===== config.mk =====
export PLATFORM = sky130hd
export DESIGN_NAME = ires_raw_status
export DESIGN_NICKNAME = d
export VERILOG_FILES = /design/src/ires_pkg.sv /design/src/ires_raw_status.sv /design/src/ires_fifo.sv /design/src/ires_cond_detect.sv
export SDC_FILE = /design/constraint.sdc
export NUM_CORES = 1
export LEC_CHECK = 0
export BUFFER_PORTS_ARGS = -buffer_cell sky130_fd_sc_hd__buf_2
export CAP_MARGIN = 25
export CORE_MARGIN = 2
export CORE_UTILIZATION = 40
export CTS_CLUSTER_SIZE = 16
export DETAILED_ROUTE_END_ITERATION = 10
export GPL_ROUTABILITY_DRIVEN = 0
export PLACE_DENSITY = 0.65
export SKIP_LAST_GASP = 1
export SLEW_MARGIN = 15
export SYNTH_ARGS = -nofsm -noshare
export SYNTH_HDL_FRONTEND = slang
export SYNTH_SLANG_ARGS = --single-unit
export TNS_END_PERCENT = 10

===== constraint.sdc =====
create_clock -name i_core_clk -period 9.5 [get_ports i_core_clk]
set_input_delay 1.9 -clock i_core_clk [delete_from_list [all_inputs] [get_ports i_core_clk]]
set_output_delay 1.9 -clock i_core_clk [all_outputs]
set_load 0.05 [all_outputs]

===== src/ires_pkg.sv =====
`default_nettype none
package ires_pkg;
  localparam logic [31:0] ADDR_DATA_CMD = 32'h50001310;
  localparam logic [31:0] ADDR_INTR_STAT = 32'h5000132C;
  localparam logic [31:0] ADDR_INTR_MASK = 32'h50001330;
  localparam logic [31:0] ADDR_RAW_STATUS = 32'h50001334;
  localparam logic [31:0] ADDR_RX_TL = 32'h50001338;
  localparam logic [31:0] ADDR_TX_TL = 32'h5000133C;
  localparam logic [31:0] ADDR_CLR_ALL = 32'h50001340;
  localparam logic [31:0] ADDR_CLR_RX_UNDER = 32'h50001344;
  localparam logic [31:0] ADDR_CLR_RX_OVER = 32'h50001348;
  localparam logic [31:0] ADDR_CLR_TX_OVER = 32'h5000134C;
  localparam logic [31:0] ADDR_CLR_RD_REQ = 32'h50001350;
  localparam logic [31:0] ADDR_CLR_TX_ABORT = 32'h50001354;
  localparam logic [31:0] ADDR_CLR_ACTIVITY = 32'h5000135C;
  localparam logic [31:0] ADDR_CLR_GENERAL_CALL_SEEN = 32'h50001368;
  localparam logic [31:0] ADDR_ENABLE = 32'h5000136C;
  localparam logic [31:0] ADDR_ABORT_CAUSE = 32'h50001380;
  localparam int BIT_GENERAL_CALL_SEEN = 11;
  localparam int BIT_START = 10;
  localparam int BIT_STOP = 9;
  localparam int BIT_ACTIVITY = 8;
  localparam int BIT_RX_DONE = 7;
  localparam int BIT_TX_ABORT = 6;
  localparam int BIT_RD_REQ = 5;
  localparam int BIT_TX_EMPTY = 4;
  localparam int BIT_TX_OVER = 3;
  localparam int BIT_RX_FULL = 2;
  localparam int BIT_RX_OVER = 1;
  localparam int BIT_RX_UNDER = 0;
  localparam int NUM_FLAGS = 12;
  localparam int FIFO_DEPTH = 32;
  localparam int DATA_W = 8;
  localparam int TL_W = 5;
  localparam logic [TL_W-1:0] TL_MAX = 5'h1F;
  localparam logic [NUM_FLAGS-1:0] MASK_RESET = 12'h8FF;
  localparam logic [TL_W-1:0] TL_RESET = 5'h00;
endpackage
`default_nettype wire


===== src/ires_raw_status.sv =====
`default_nettype none
module ires_raw_status
  import ires_pkg::*;
#(
  parameter int DEPTH = FIFO_DEPTH
) (
  input wire logic i_core_clk,
  input wire logic i_reset_n,
  input wire logic i_psel,
  input wire logic i_penable,
  input wire logic i_pwrite,
  input wire logic [31:0] i_paddr,
  input wire logic [31:0] i_pwdata,
  output logic [31:0] o_prdata,
  output logic o_pready,
  input wire logic i_scl,
  input wire logic i_sda,
  output logic o_scl_out,
  output logic o_scl_oe,
  input wire logic i_fsm_active,
  input wire logic i_general_call_seen_ack,
  input wire logic i_rx_byte_valid,
  input wire logic [DATA_W-1:0] i_rx_byte,
  input wire logic i_slv_tx_nack,
  input wire logic i_tx_abort_evt,
  input wire logic [15:0] i_abort_cause,
  input wire logic i_rd_req_evt,
  output logic o_tx_valid,
  output logic [DATA_W-1:0] o_tx_data,
  input wire logic i_tx_pop,
  output logic o_controller_enabled,
  output logic o_intr
);
  localparam int LVL_W = $clog2(DEPTH + 1);
  localparam logic [LVL_W-1:0] FULL_LVL = LVL_W'(DEPTH);

  typedef struct packed {
    logic en;
    logic controller_enabled;
    logic [NUM_FLAGS-1:0] mask;
    logic [TL_W-1:0] rx_tl;
    logic [TL_W-1:0] tx_tl;
    logic general_call_seen;
    logic start;
    logic stop;
    logic activity;
    logic rx_done;
    logic tx_abort;
    logic rd_req;
    logic tx_over;
    logic rx_over;
    logic rx_under;
    logic [15:0] cause;
    logic [31:0] prdata;
  } ires_state_type;

  ires_state_type state_ff;
  ires_state_type nxt_state;
  logic start_pulse;
  logic stop_pulse;
  logic rd_acc;
  logic wr_acc;
  logic rd_setup;
  logic clr_all;
  logic tx_push;
  logic tx_ready;
  logic rx_push;
  logic rx_ready;
  logic rx_valid;
  logic rx_pop;
  logic [DATA_W-1:0] rx_data;
  logic [LVL_W-1:0] tx_level;
  logic [LVL_W-1:0] rx_level;
  logic [15:0] raw;
  logic [15:0] masked;

  function automatic logic [TL_W-1:0] sat_tl(input logic [31:0] v);
    return (v > 32'(TL_MAX)) ? TL_MAX : v[TL_W-1:0];
  endfunction

  ////////////////////////////////////////////////////////////////////////
  ires_cond_detect u_detect (
    .i_core_clk(i_core_clk),
    .i_reset_n(i_reset_n),
    .i_scl(i_scl),
    .i_sda(i_sda),
    .o_start(start_pulse),
    .o_stop(stop_pulse)
  );

  ires_fifo #(.W(DATA_W), .DEPTH(DEPTH)) u_tx_fifo (
    .i_core_clk(i_core_clk),
    .i_reset_n(i_reset_n),
    .i_flush(!state_ff.en || state_ff.tx_abort),
    .i_wr_valid(tx_push),
    .o_wr_ready(tx_ready),
    .i_wr_data(i_pwdata[DATA_W-1:0]),
    .o_rd_valid(o_tx_valid),
    .i_rd_ready(i_tx_pop),
    .o_rd_data(o_tx_data),
    .o_level(tx_level)
  );

  ires_fifo #(.W(DATA_W), .DEPTH(DEPTH)) u_rx_fifo (
    .i_core_clk(i_core_clk),
    .i_reset_n(i_reset_n),
    .i_flush(!state_ff.en),
    .i_wr_valid(rx_push),
    .o_wr_ready(rx_ready),
    .i_wr_data(i_rx_byte),
    .o_rd_valid(rx_valid),
    .i_rd_ready(rx_pop),
    .o_rd_data(rx_data),
    .o_level(rx_level)
  );

  ////////////////////////////////////////////////////////////////////////
  always_comb begin
    raw = '0;
    raw[BIT_GENERAL_CALL_SEEN] = state_ff.general_call_seen;
    raw[BIT_START] = state_ff.start;
    raw[BIT_STOP] = state_ff.stop;
    raw[BIT_ACTIVITY] = state_ff.activity;
    raw[BIT_RX_DONE] = state_ff.rx_done;
    raw[BIT_TX_ABORT] = state_ff.tx_abort;
    raw[BIT_RD_REQ] = state_ff.rd_req;
    // level flags follow the fifos, no storage of their own
    raw[BIT_TX_EMPTY] = state_ff.controller_enabled && (tx_level <= {1'b0, state_ff.tx_tl});
    raw[BIT_TX_OVER] = state_ff.tx_over;
    raw[BIT_RX_FULL] = state_ff.en && (rx_level >= ({1'b0, state_ff.rx_tl} + 1'b1));
    raw[BIT_RX_OVER] = state_ff.rx_over;
    raw[BIT_RX_UNDER] = state_ff.rx_under;
    masked = raw & {4'h0, state_ff.mask};
  end

  assign rd_acc = i_psel && i_penable && !i_pwrite;
  assign wr_acc = i_psel && i_penable && i_pwrite;
  assign rd_setup = i_psel && !i_penable && !i_pwrite;
  assign clr_all = rd_acc && (i_paddr == ADDR_CLR_ALL);
  // writes during abort or disable fall on a flushed fifo and are lost
  assign tx_push = wr_acc && (i_paddr == ADDR_DATA_CMD);
  assign rx_push = i_rx_byte_valid && state_ff.en;
  assign rx_pop = rd_acc && (i_paddr == ADDR_DATA_CMD);
  assign o_prdata = state_ff.prdata;
  assign o_pready = 1'b1;
  assign o_scl_out = 1'b0;
  assign o_scl_oe = state_ff.rd_req;
  assign o_controller_enabled = state_ff.en;
  assign o_intr = |masked;

  always_comb begin
    nxt_state = state_ff;
    // internal enable lingers until the bus machines finish
    nxt_state.controller_enabled = state_ff.en || (state_ff.controller_enabled && i_fsm_active);
    if (wr_acc) begin
      case (i_paddr)
        ADDR_ENABLE: nxt_state.en = i_pwdata[0];
        ADDR_INTR_MASK: nxt_state.mask = i_pwdata[NUM_FLAGS-1:0];
        ADDR_RX_TL: nxt_state.rx_tl = sat_tl(i_pwdata);
        ADDR_TX_TL: nxt_state.tx_tl = sat_tl(i_pwdata);
        default: nxt_state.en = state_ff.en;
      endcase
    end
    if (rd_setup) begin
      case (i_paddr)
        ADDR_DATA_CMD: nxt_state.prdata = {24'h000000, rx_data};
        ADDR_INTR_STAT: nxt_state.prdata = {16'h0000, masked};
        ADDR_INTR_MASK: nxt_state.prdata = {20'h00000, state_ff.mask};
        ADDR_RAW_STATUS: nxt_state.prdata = {16'h0000, raw};
        ADDR_RX_TL: nxt_state.prdata = {27'h0000000, state_ff.rx_tl};
        ADDR_TX_TL: nxt_state.prdata = {27'h0000000, state_ff.tx_tl};
        ADDR_ENABLE: nxt_state.prdata = {31'h00000000, state_ff.en};
        ADDR_ABORT_CAUSE: nxt_state.prdata = {16'h0000, state_ff.cause};
        default: nxt_state.prdata = 32'h00000000;
      endcase
    end
    // in every flag below a set in the same cycle beats a clear
    if (state_ff.en && i_general_call_seen_ack) begin
      nxt_state.general_call_seen = 1'b1;
    end else if (!state_ff.en || clr_all || (rd_acc && i_paddr == ADDR_CLR_GENERAL_CALL_SEEN)) begin
      nxt_state.general_call_seen = 1'b0;
    end
    if (start_pulse) begin
      nxt_state.start = 1'b1;
    end else if (clr_all) begin
      nxt_state.start = 1'b0;
    end
    if (stop_pulse) begin
      nxt_state.stop = 1'b1;
    end else if (clr_all) begin
      nxt_state.stop = 1'b0;
    end
    if (state_ff.en && (i_fsm_active || start_pulse)) begin
      nxt_state.activity = 1'b1;
    end else if (!state_ff.en || clr_all || (rd_acc && i_paddr == ADDR_CLR_ACTIVITY)) begin
      nxt_state.activity = 1'b0;
    end
    if (i_slv_tx_nack) begin
      nxt_state.rx_done = 1'b1;
    end else if (clr_all) begin
      nxt_state.rx_done = 1'b0;
    end
    if (i_tx_abort_evt) begin
      nxt_state.tx_abort = 1'b1;
      nxt_state.cause = i_abort_cause;
    end else begin
      if (clr_all || (rd_acc && i_paddr == ADDR_CLR_TX_ABORT)) begin
        nxt_state.tx_abort = 1'b0;
      end
      if (clr_all) begin
        nxt_state.cause = 16'h0000;
      end
    end
    if (i_rd_req_evt) begin
      nxt_state.rd_req = 1'b1;
    end else if (clr_all || (rd_acc && i_paddr == ADDR_CLR_RD_REQ)) begin
      nxt_state.rd_req = 1'b0;
    end
    if (tx_push && tx_level == FULL_LVL) begin
      nxt_state.tx_over = 1'b1;
    end else if (!state_ff.controller_enabled || clr_all || (rd_acc && i_paddr == ADDR_CLR_TX_OVER)) begin
      nxt_state.tx_over = 1'b0;
    end
    if (rx_push && !rx_ready) begin
      nxt_state.rx_over = 1'b1;
    end else if (!state_ff.controller_enabled || clr_all || (rd_acc && i_paddr == ADDR_CLR_RX_OVER)) begin
      nxt_state.rx_over = 1'b0;
    end
    if (rx_pop && !rx_valid) begin
      nxt_state.rx_under = 1'b1;
    end else if (!state_ff.controller_enabled || clr_all || (rd_acc && i_paddr == ADDR_CLR_RX_UNDER)) begin
      nxt_state.rx_under = 1'b0;
    end
  end

  always_ff @(posedge i_core_clk or negedge i_reset_n) begin
    if (!i_reset_n) begin
      state_ff <= '0;
      state_ff.mask <= MASK_RESET;
      state_ff.rx_tl <= TL_RESET;
      state_ff.tx_tl <= TL_RESET;
    end else begin
      state_ff <= nxt_state;
    end
  end
endmodule
`default_nettype wire


===== src/ires_fifo.sv =====
`default_nettype none
module ires_fifo
  import ires_pkg::*;
#(
  parameter int W = DATA_W,
  parameter int DEPTH = FIFO_DEPTH,
  parameter int LVL_W = $clog2(DEPTH + 1)
) (
  input wire logic i_core_clk,
  input wire logic i_reset_n,
  input wire logic i_flush,
  input wire logic i_wr_valid,
  output logic o_wr_ready,
  input wire logic [W-1:0] i_wr_data,
  output logic o_rd_valid,
  input wire logic i_rd_ready,
  output logic [W-1:0] o_rd_data,
  output logic [LVL_W-1:0] o_level
);
  localparam int PW = $clog2(DEPTH);
  localparam logic [LVL_W-1:0] FULL_LVL = LVL_W'(DEPTH);

  typedef struct packed {
    logic [DEPTH-1:0][W-1:0] mem;
    logic [PW-1:0] wptr;
    logic [PW-1:0] rptr;
    logic [LVL_W-1:0] cnt;
  } ires_fifo_state_type;

  ires_fifo_state_type state_ff;
  ires_fifo_state_type nxt_state;
  logic push;
  logic pop;

  assign o_wr_ready = (state_ff.cnt != FULL_LVL) && !i_flush;
  assign o_rd_valid = (state_ff.cnt != '0) && !i_flush;
  assign o_rd_data = state_ff.mem[state_ff.rptr];
  assign o_level = state_ff.cnt;

  always_comb begin
    nxt_state = state_ff;
    push = i_wr_valid && o_wr_ready;
    pop = i_rd_ready && o_rd_valid;
    if (i_flush) begin
      // pointers and count only; stale data still shows on o_rd_data, with o_rd_valid low at cnt zero
      nxt_state.wptr = '0;
      nxt_state.rptr = '0;
      nxt_state.cnt = '0;
    end else begin
      if (push) begin
        nxt_state.mem[state_ff.wptr] = i_wr_data;
        nxt_state.wptr = state_ff.wptr + 1'b1;
      end
      if (pop) begin
        nxt_state.rptr = state_ff.rptr + 1'b1;
      end
      if (push && !pop) begin
        nxt_state.cnt = state_ff.cnt + 1'b1;
      end else if (pop && !push) begin
        nxt_state.cnt = state_ff.cnt - 1'b1;
      end
    end
  end

  always_ff @(posedge i_core_clk or negedge i_reset_n) begin
    if (!i_reset_n) begin
      state_ff <= '0;
    end else begin
      state_ff <= nxt_state;
    end
  end
endmodule
`default_nettype wire


===== src/ires_cond_detect.sv =====
`default_nettype none
module ires_cond_detect (
  input wire logic i_core_clk,
  input wire logic i_reset_n,
  input wire logic i_scl,
  input wire logic i_sda,
  output logic o_start,
  output logic o_stop
);
  typedef struct packed {
    logic [1:0] scl_sync;
    logic [1:0] sda_sync;
    logic scl_prev;
    logic sda_prev;
    logic start;
    logic stop;
  } ires_det_state_type;

  ires_det_state_type state_ff;
  ires_det_state_type nxt_state;

  assign o_start = state_ff.start;
  assign o_stop = state_ff.stop;

  always_comb begin
    nxt_state = state_ff;
    // first stage feeds only the second stage
    nxt_state.scl_sync = {state_ff.scl_sync[0], i_scl};
    nxt_state.sda_sync = {state_ff.sda_sync[0], i_sda};
    nxt_state.scl_prev = state_ff.scl_sync[1];
    nxt_state.sda_prev = state_ff.sda_sync[1];
    // sda edge while scl stays high
    nxt_state.start = state_ff.scl_sync[1] && state_ff.scl_prev && state_ff.sda_prev && !state_ff.sda_sync[1];
    nxt_state.stop = state_ff.scl_sync[1] && state_ff.scl_prev && !state_ff.sda_prev && state_ff.sda_sync[1];
  end

  always_ff @(posedge i_core_clk or negedge i_reset_n) begin
    if (!i_reset_n) begin
      // idle bus is high on both lines
      state_ff <= 8'hF0;
    end else begin
      state_ff <= nxt_state;
    end
  end
endmodule
`default_nettype wire


==> results of run 1 <==
-- metrics by stage --
step / utilization / cells / instance area (um^2) / setup slack [ps] / total power, mW
4_1_cts: 0.453 / 3210 / 33600 / 3660 / 5.61
5_1_grt: 0.453 / 3212 / 33600 / 3640 / 5.74
3_5_place_dp: 0.421 / 3087 / 31200 / 4250 / 2.86
2_1_floorplan: - / 2140 / 30000 / 4930 / 2.76
6_report: 0.453 / 3212 / 33600 / 3840 / 5.56
3_3_place_gp: 0.421 / 3083 / 31200 / 4330 / 2.86
-- cell families (layout without fill, tap and decap cells) --
| logic type | count (synthesis) | after routing |
|---|---|---|
| muxes | 694 | 694 |
| DFF | 618 | 618 |
| and+or+nand+nor | 388 | 388 |
| buffers and inverters | 200 | 303 |
| AOI/OAI and AO/OA | 165 | 165 |
| adders and majority gates | 33 | 33 |
| xor gates and xnor gates | 24 | 24 |
| other | 2 | 18 |
-- synth_stat cells (all sizes together) (7+ instances only) --
cell type	count	share of area
dfrtp	605	0.51
mux2	543	0.20
nand2	142	0.026
mux4	141	0.11
clkbuf	102	0.013
buf	74	0.015
nand3	67	0.011
o21ai	48	0.0080
nor2	34	0.0043
ha	31	0.013
inv	23	0.0029
nor3	19	0.0035
a21o	17	0.0043
nand3b	17	0.0043
a21oi	16	0.0027
nor4	16	0.0053
and2	15	0.0031
nand4	15	0.0036
xnor2	14	0.0041
dfstp	13	0.011
nor2b	11	0.0023
a22oi	10	0.0025
mux2i	10	0.0033
nor3b	10	0.0025
xor2	10	0.0029
a222oi	9	0.0030
and3	7	0.0015
o211ai	7	0.0018
-- per-layer routing --
layer | track usage | share of wire
met5 | 0 | 0.00014
met4 | 0.0624 | 0.027
met3 | 0.0324 | 0.053
met2 | 0.327 | 0.47
met1 | 0.278 | 0.45
-- worst paths after layout --
path                                          end                   from  cells past startpoint  slack, ps
max in group asynchronous  u_tx_fifo.state_ff[52]              i_reset_n                      3       6050
hold reg to reg             u_detect.nxt_state[3]  u_detect.nxt_state[7]                      0        350
min in group asynchronous  u_rx_fifo.state_ff[98]              i_reset_n                      1       1260
setup / recovery                     o_tx_data[2]  u_tx_fifo.state_ff[6]                      6       3840
hold / removal              u_detect.nxt_state[3]  u_detect.nxt_state[7]                      0        350
setup reg to reg             u_tx_fifo.o_level[5]                 raw[6]                     12       5650
-- worst max-delay path: stages, from the launching register on --
cell and delay, ps:
dfrtp_4 660, buf_4 550, buf_12 290, mux4_2 600, mux4_2 470, mux2_2 310, buf_2 220
-- power by group --
part | internal (mW) | leakage (nW) | total [mW] | switching (mW)
Combinational | 0.0314 | 6.84 | 0.165 | 0.134
Sequential | 2.64 | 8.52 | 2.65 | 0.00601
Clock | 1.63 | 1.15 | 2.75 | 1.11
-- flip-flops by register name, summed over array words and instances, names as in the netlist --
name	cells
u_tx_fifo.o_level	6
u_detect.nxt_state	4
o_controller_enabled	1
u_detect.o_stop	1
u_tx_fifo.state_ff	266
u_rx_fifo.state_ff	266
u_detect.state_ff	2
o_scl_oe	1
u_detect.o_start	1
state_ff	39
raw	9
o_prdata	16
u_rx_fifo.o_level	6
-- area by class of cell --
cell class | count | area share
Inverter | 24 | 0.00268
Multi-Input combinational cell | 1322 | 0.403
Clock buffer | 99 | 0.0600
Clock inverter | 24 | 0.00975
Tap cell | 969 | 0.0360
Timing Repair Buffer | 156 | 0.0274
Sequential cell | 618 | 0.461
==> implementation parameters, run 1 <==
Parameter                              Value

Status
  Run status    completed

Global routing
  Pin count of the biggest net entering global routing    172
  Remaining global-route overflow    0
  First-pass GRT wire length    120 mm
  Vias in the first global route    ~20k
  Number of antenna violations at the first check in global routing    2
  Combined global-route utilization of all metal layers    0.201

Power and ir drop
  Power density of the placed cells    about 170 nW/um^2
  Standby leakage power    between 15 and 20 nW
  IR drop worst, VDD    about 0.14 mV

Detailed routing
  Routed len/inst    about 24 um
  Final routed DRC violation total    0
  Number of detailed-routing iterations run before antenna repair    5
  Routed via count    roughly 18k
  Count of nets left with antenna violations after detail routing    0
  Starting DRC count in detailed routing    between 1.5k and 2k
  Routed via count divided by cell count    5.74
  Total wirelength of the detailed-routed design    76.7 mm

Layout
  Layout Area Growth over Synthesis    12.4%
  Most frequent standard cell in the layout excluding fill and tap cells    dfrtp_1
  Most frequent cells in the layout    dfrtp_1, mux2_2, mux2_1
  Layout filler cell count    6432
  Number of antenna cells inserted    0
  Nets    ~2.3k
  Area occupied by registers    roughly 15000 um^2
  Area of the multi-input gates    13600 um^2
  Share of post-route cells with drive strength above 1    0.359

Timing
  Accumulated negative setup slack    0 ps
  RSZ-0062 raised after global routing    no
  Setup skew after layout    roughly 22 ps
  Smallest hold slack    355 ps
  Final number of setup-violating endpoints    0
  Worst max-slew margin expressed relative to the limit    0.305
  Final period demand of the worst path    between 5000 and 6000 ps
  Achievable frequency    around 180 MHz
  Final clock period utilization by the worst path    0.596
  Total count of max-transition violations in the final report    0
  Transition time of the tightest slew-check pin    1040 ps
  Hold violation count in the final report    0

Synthesis
  Average size of a mapped cell    roughly 14 um^2
  Yosys Warn Count    0
  Async set-reset flop share out of synthesis    1.00
  Post-synthesis share of cell area spent on xor and xnor gates    0.00703
  Post-synth EDFFs    0
  Leading register cell type out of synthesis    dfrtp_1
  Syn Inst Count    roughly 2.1k
  Post-synthesis share of cell area spent on and, or, nand and nor gates    0.0776
  Compound-cell area share of the yosys netlist    0.0381
  Synth Register Bits    just over 600
  Sequential-to-total area share from yosys stat    0.518
  Post-synthesis cell area    about 30000 um^2
  Number of unique standard cell types used by synthesis    80
  Combinational family with the most area after synthesis    multiplexers
  Mux contribution to synthesized area    0.314
  Area share of fa/ha/maj cells after synthesis    0.0143

Worst hold path
  Type of the worst min-delay path    reg -> reg

CTS
  Number of clock sinks    about 620
  Clock transition at the register clock pins on the worst setup and hold paths after CTS    around 50 ps
  Master cell of the clock root buffer    clkbuf_16
  Maximum level of the CTS H-tree    3
  Post CTS Setup Buffer Count    0
  TritonCTS clock tree    yes
  Total of cells resized after clock tree synthesis    0
  Hold_buf cts    0
  Buffers from clock root to sink, at most    3
  Insertion delay of the later-clocked pin in the worst-skew pair    roughly 620 ps
  CTS Buf Count    a little under 70

Placed design
  HPWL Detailed    a little over 50 mm
  Count of input and output buffers    129

Floorplanning
  Initial standard-cell utilization of the core    0.403
  Chip height    around 280 um
  Cell row count    100
  Chip width    277 um
  Floorplan core area    approximately 74000 um^2
  Total die area    between 70000 and 80000 um^2
  Num ports    about 150

Worst setup path
  Category of the worst setup path launch point    flop
  Worst setup path class    reg -> out
  Maximum net fanout on the critical path    29
  Required time reported for the critical path endpoint    between 7000 and 8000 ps
  Category of the worst setup path capture point    output pin
  Arrival time at the worst endpoint    about 3800 ps

Job
  Max-cap check violation count    0
Power figures use the tool's default switching activity.
==> inputs of run 2 (changes only) <==
ABC_AREA = 1   (was unset)
PLACE_DENSITY = 0.67   (was 0.65)
clock period = 4.5 ns   (was 9.5 ns; I/O delays follow)
==> run 2 against run 1 <==
  * Utilization down 0.25 points
  * Highest routed layer is now met4
  * Synthesized area up 0.51%
  * Non-clock buffer count up 24
  * Power rose to 2.7 times the previous value
  * Die area up 0.50%
  * Synthesized cell count up 76%
==> implementation parameters, run 2 <==
Parameter                              Value

Status
  Run status    completed (unchanged)

Synthesis
  Synth Register Bits    618 (unchanged)
  Sequential-to-total area share from yosys stat    0.515 (was 0.518)
  Most instantiated cells after synthesis    nand2_1, dfrtp_1, o21ai_0 (was dfrtp_1, mux2_2, mux2_1)
  Yosys Warn Count    0 (unchanged)
  Syn Inst Count    3729 (was 2124)
  Post-synth EDFFs    0 (unchanged)
  Post-synth top area share    0.504 (was 0.506)
  Dominant cell type by area after synthesis    dfrtp_1 (unchanged)
  Number of unique standard cell types used by synthesis    46 (was 80)
  Async set-reset flop share out of synthesis    1.00 (unchanged)
  Main area contributors after synthesis    dfrtp_1, nand2_1, o21ai_0, nor2_1, o21ai_1 (was dfrtp_1, mux2_2, mux4_2, mux2_1, nand2_1)
  Leading register cell type out of synthesis    dfrtp_1 (unchanged)
  Post-synthesis cell area    30100 um^2 (was 29900 um^2)
  Average size of a mapped cell    8.06 um^2 (was 14.1 um^2)
  Most common cell in the netlist    nand2_1 (was dfrtp_1)

Worst setup path
  Startpoint of the most critical register-to-register path    u_rx_fifo.state_ff[8] (was raw[6])
  Cells along the critical path    clkinv_2, buf_12, o21ai_0, o221ai_1, nand3_1, nand4_1, o21ai_0, inv_1, buf_2 (was buf_4, buf_12, mux4_2, mux4_2, mux2_2, buf_2)
  Most repeated library cell on the critical path    o21ai_0 (was mux4_2)
  Worst setup path class    reg -> out (unchanged)
  Maximum net fanout on the critical path    98 (was 29)
  Crit path launch    u_tx_fifo.state_ff[6] (unchanged)
  Category of the worst setup path capture point    output pin (unchanged)
  Master of the slowest instance on the critical path    dfrtp_4 (unchanged)
  Logic depth of the worst register-to-register path    10 (was 12)
  Required time reported for the critical path endpoint    3600 ps (was 7600 ps)
  Arrival time at the worst endpoint    3240 ps (was 3760 ps)
  Critical Path Max Stage Delay    700 ps (was 660 ps)
  Category of the worst setup path launch point    flop (unchanged)

Floorplanning
  Initial standard-cell utilization of the core    0.404 (was 0.403)
  Chip height    278 um (was 277 um)
  Floorplan core area    74400 um^2 (was 74200 um^2)
  Total die area    77400 um^2 (was 77000 um^2)
  Chip width    278 um (was 277 um)
  Num ports    148 (unchanged)
  Cell row count    100 (unchanged)

CTS
  Clock transition at the register clock pins on the worst setup and hold paths after CTS    60 ps (was 50 ps)
  Hold_buf cts    0 (unchanged)
  Maximum level of the CTS H-tree    3 (unchanged)
  Master cell of the clock root buffer    clkbuf_16 (unchanged)
  Total of cells resized after clock tree synthesis    0 (unchanged)
  Insertion delay of the later-clocked pin in the worst-skew pair    630 ps (was 620 ps)
  Number of clock sinks    618 (unchanged)
  Buffers from clock root to sink, at most    3 (unchanged)
  CTS Buf Count    70 (was 68)
  TritonCTS clock tree    yes (unchanged)
  Post CTS Setup Buffer Count    0 (unchanged)

Global routing
  First-pass GRT wire length    138 mm (was 120 mm)
  Vias in the first global route    24.4k (was 19.7k)
  Pin count of the biggest net entering global routing    139 (was 172)
  Combined global-route utilization of all metal layers    0.223 (was 0.201)
  Remaining global-route overflow    0 (unchanged)
  Number of antenna violations at the first check in global routing    0 (was 2)

Layout
  Number of antenna cells inserted    0 (unchanged)
  Most frequent cells in the layout    nand2_1, dfrtp_1, o21ai_0 (was dfrtp_1, mux2_2, mux2_1)
  Share of post-route cells with drive strength above 1    0.101 (was 0.359)
  Number of cells in the finished layout apart from fillers    4760 (was 3212)
  Largest regs    u_rx_fifo.state_ff x266, u_tx_fifo.state_ff x266, state_ff x39 (unchanged)
  Most frequent standard cell in the layout excluding fill and tap cells    nand2_1 (was dfrtp_1)
  Nets    3869 (was 2325)
  Util after Layout    0.451 (was 0.453)
  Layout Area Growth over Synthesis    11.6% (was 12.4%)
  Post-route cell area    33600 um^2 (about the same)

Detailed routing
  Total wirelength of the detailed-routed design    86.5 mm (was 76.7 mm)
  Number of detailed-routing iterations run before antenna repair    6 (was 5)
  Routed via count divided by cell count    5.45 (was 5.74)
  Final routed DRC violation total    0 (unchanged)
  Routed len/inst    18.2 um (was 23.9 um)
  Count of nets left with antenna violations after detail routing    0 (unchanged)
  Routed via count    26.0k (was 18.4k)
  Starting DRC count in detailed routing    2712 (was 1551)

Timing
  Transition time of the tightest slew-check pin    1020 ps (was 1040 ps)
  Final period demand of the worst path    about 4100 ps
  Hold violation count in the final report    0 (unchanged)
  Worst max-slew margin expressed relative to the limit    0.320 (was 0.305)
  RSZ-0062 raised after global routing    no (unchanged)
  Final clock period utilization by the worst path    0.920
  Accumulated negative setup slack    0 ps (unchanged)
  Final number of setup-violating endpoints    0 (unchanged)
  Smallest hold slack    346 ps (was 355 ps)
  Setup skew after layout    38.2 ps (was 21.9 ps)
  Achievable frequency    roughly 240 MHz
  Total count of max-transition violations in the final report    0 (unchanged)

Power and ir drop
  IR drop worst, VDD    0.266 mV (was 0.136 mV)
  Standby leakage power    16.0 nW (was 16.5 nW)
  Power density of the placed cells    442 nW/um^2 (was 165 nW/um^2)

Worst hold path
  Type of the worst min-delay path    in -> async (was reg -> reg)

Placed design
  HPWL Detailed    55.7 mm (was 50.3 mm)
  Dpl cells    4631 (was 3087)
  Cell Area, Placed    31200 um^2 (about the same)
  Count of input and output buffers    129 (unchanged)

Job
  Max-cap check violation count    0 (unchanged)
[run 2: final cells by class]
type	count	area [um^2]
Inverter	163	616
Tap cell	969	1210
Fill cell	7303	40900
Clock buffer	99	2030
Multi-Input combinational cell	2701	12600
Clock inverter	30	365
Timing Repair Buffer	180	1210
Sequential cell	618	15500
[run 2: worst paths after layout]
| check | endpoint | slack [ps] |
|---|---|---|
| max | o_tx_data[5] | 360 |
| min | u_rx_fifo.state_ff[255] | 350 |
| max reg2reg | o_prdata[4] | 1460 |
| min reg2reg | u_detect.nxt_state[2] | 360 |
| max in group asynchronous | u_tx_fifo.state_ff[152] | 3060 |
| min in group i_core_clk | u_detect.nxt_state[2] | 360 |
[run 2: per-stage QoR]
step | power (mW) | setup WS [ps]
after global routing | 15.6 | 155
after detailed placement | 8.99 | 629
after CTS | 14.9 | 354
after floorplan | 8.31 | 1230
after global placement | 8.88 | 706
final | 14.8 | 359
[run 2: cell families after synthesis]
group | count (synthesis) | share of synthesized area
buf+inv | 426 | 0.0668
other cells | 2 | 0.000250
flops | 618 | 0.515
fa+ha+maj | 33 | 0.0142
xor+xnor | 10 | 0.00291
compound gates | 952 | 0.166
simple gates | 1684 | 0.234
mux | 4 | 0.00150
[run 2: metal layers]
metal	up-vias	track usage	part of all wire
li1	12300	-	-
met3	152	0.0359	0.071
met5	-	0	0
met1	12600	0.320	0.45
met2	897	0.347	0.46
met4	0	0.0721	0.026
[run 2: worst max-delay path: cells and delay by family (launching register included)]
| family | cells | cell delay [ps] |
|---|---|---|
| buf+inv | 4 | 880 |
| flops | 1 | 700 |
| compound gates | 3 | 640 |
| simple gates | 2 | 350 |
[run 2: power by group]
part,switching (mW),internal [mW],total [mW]
sequential,0.470,6.41,6.88
combinational,1.29,0.750,2.04
clock,2.42,3.48,5.90
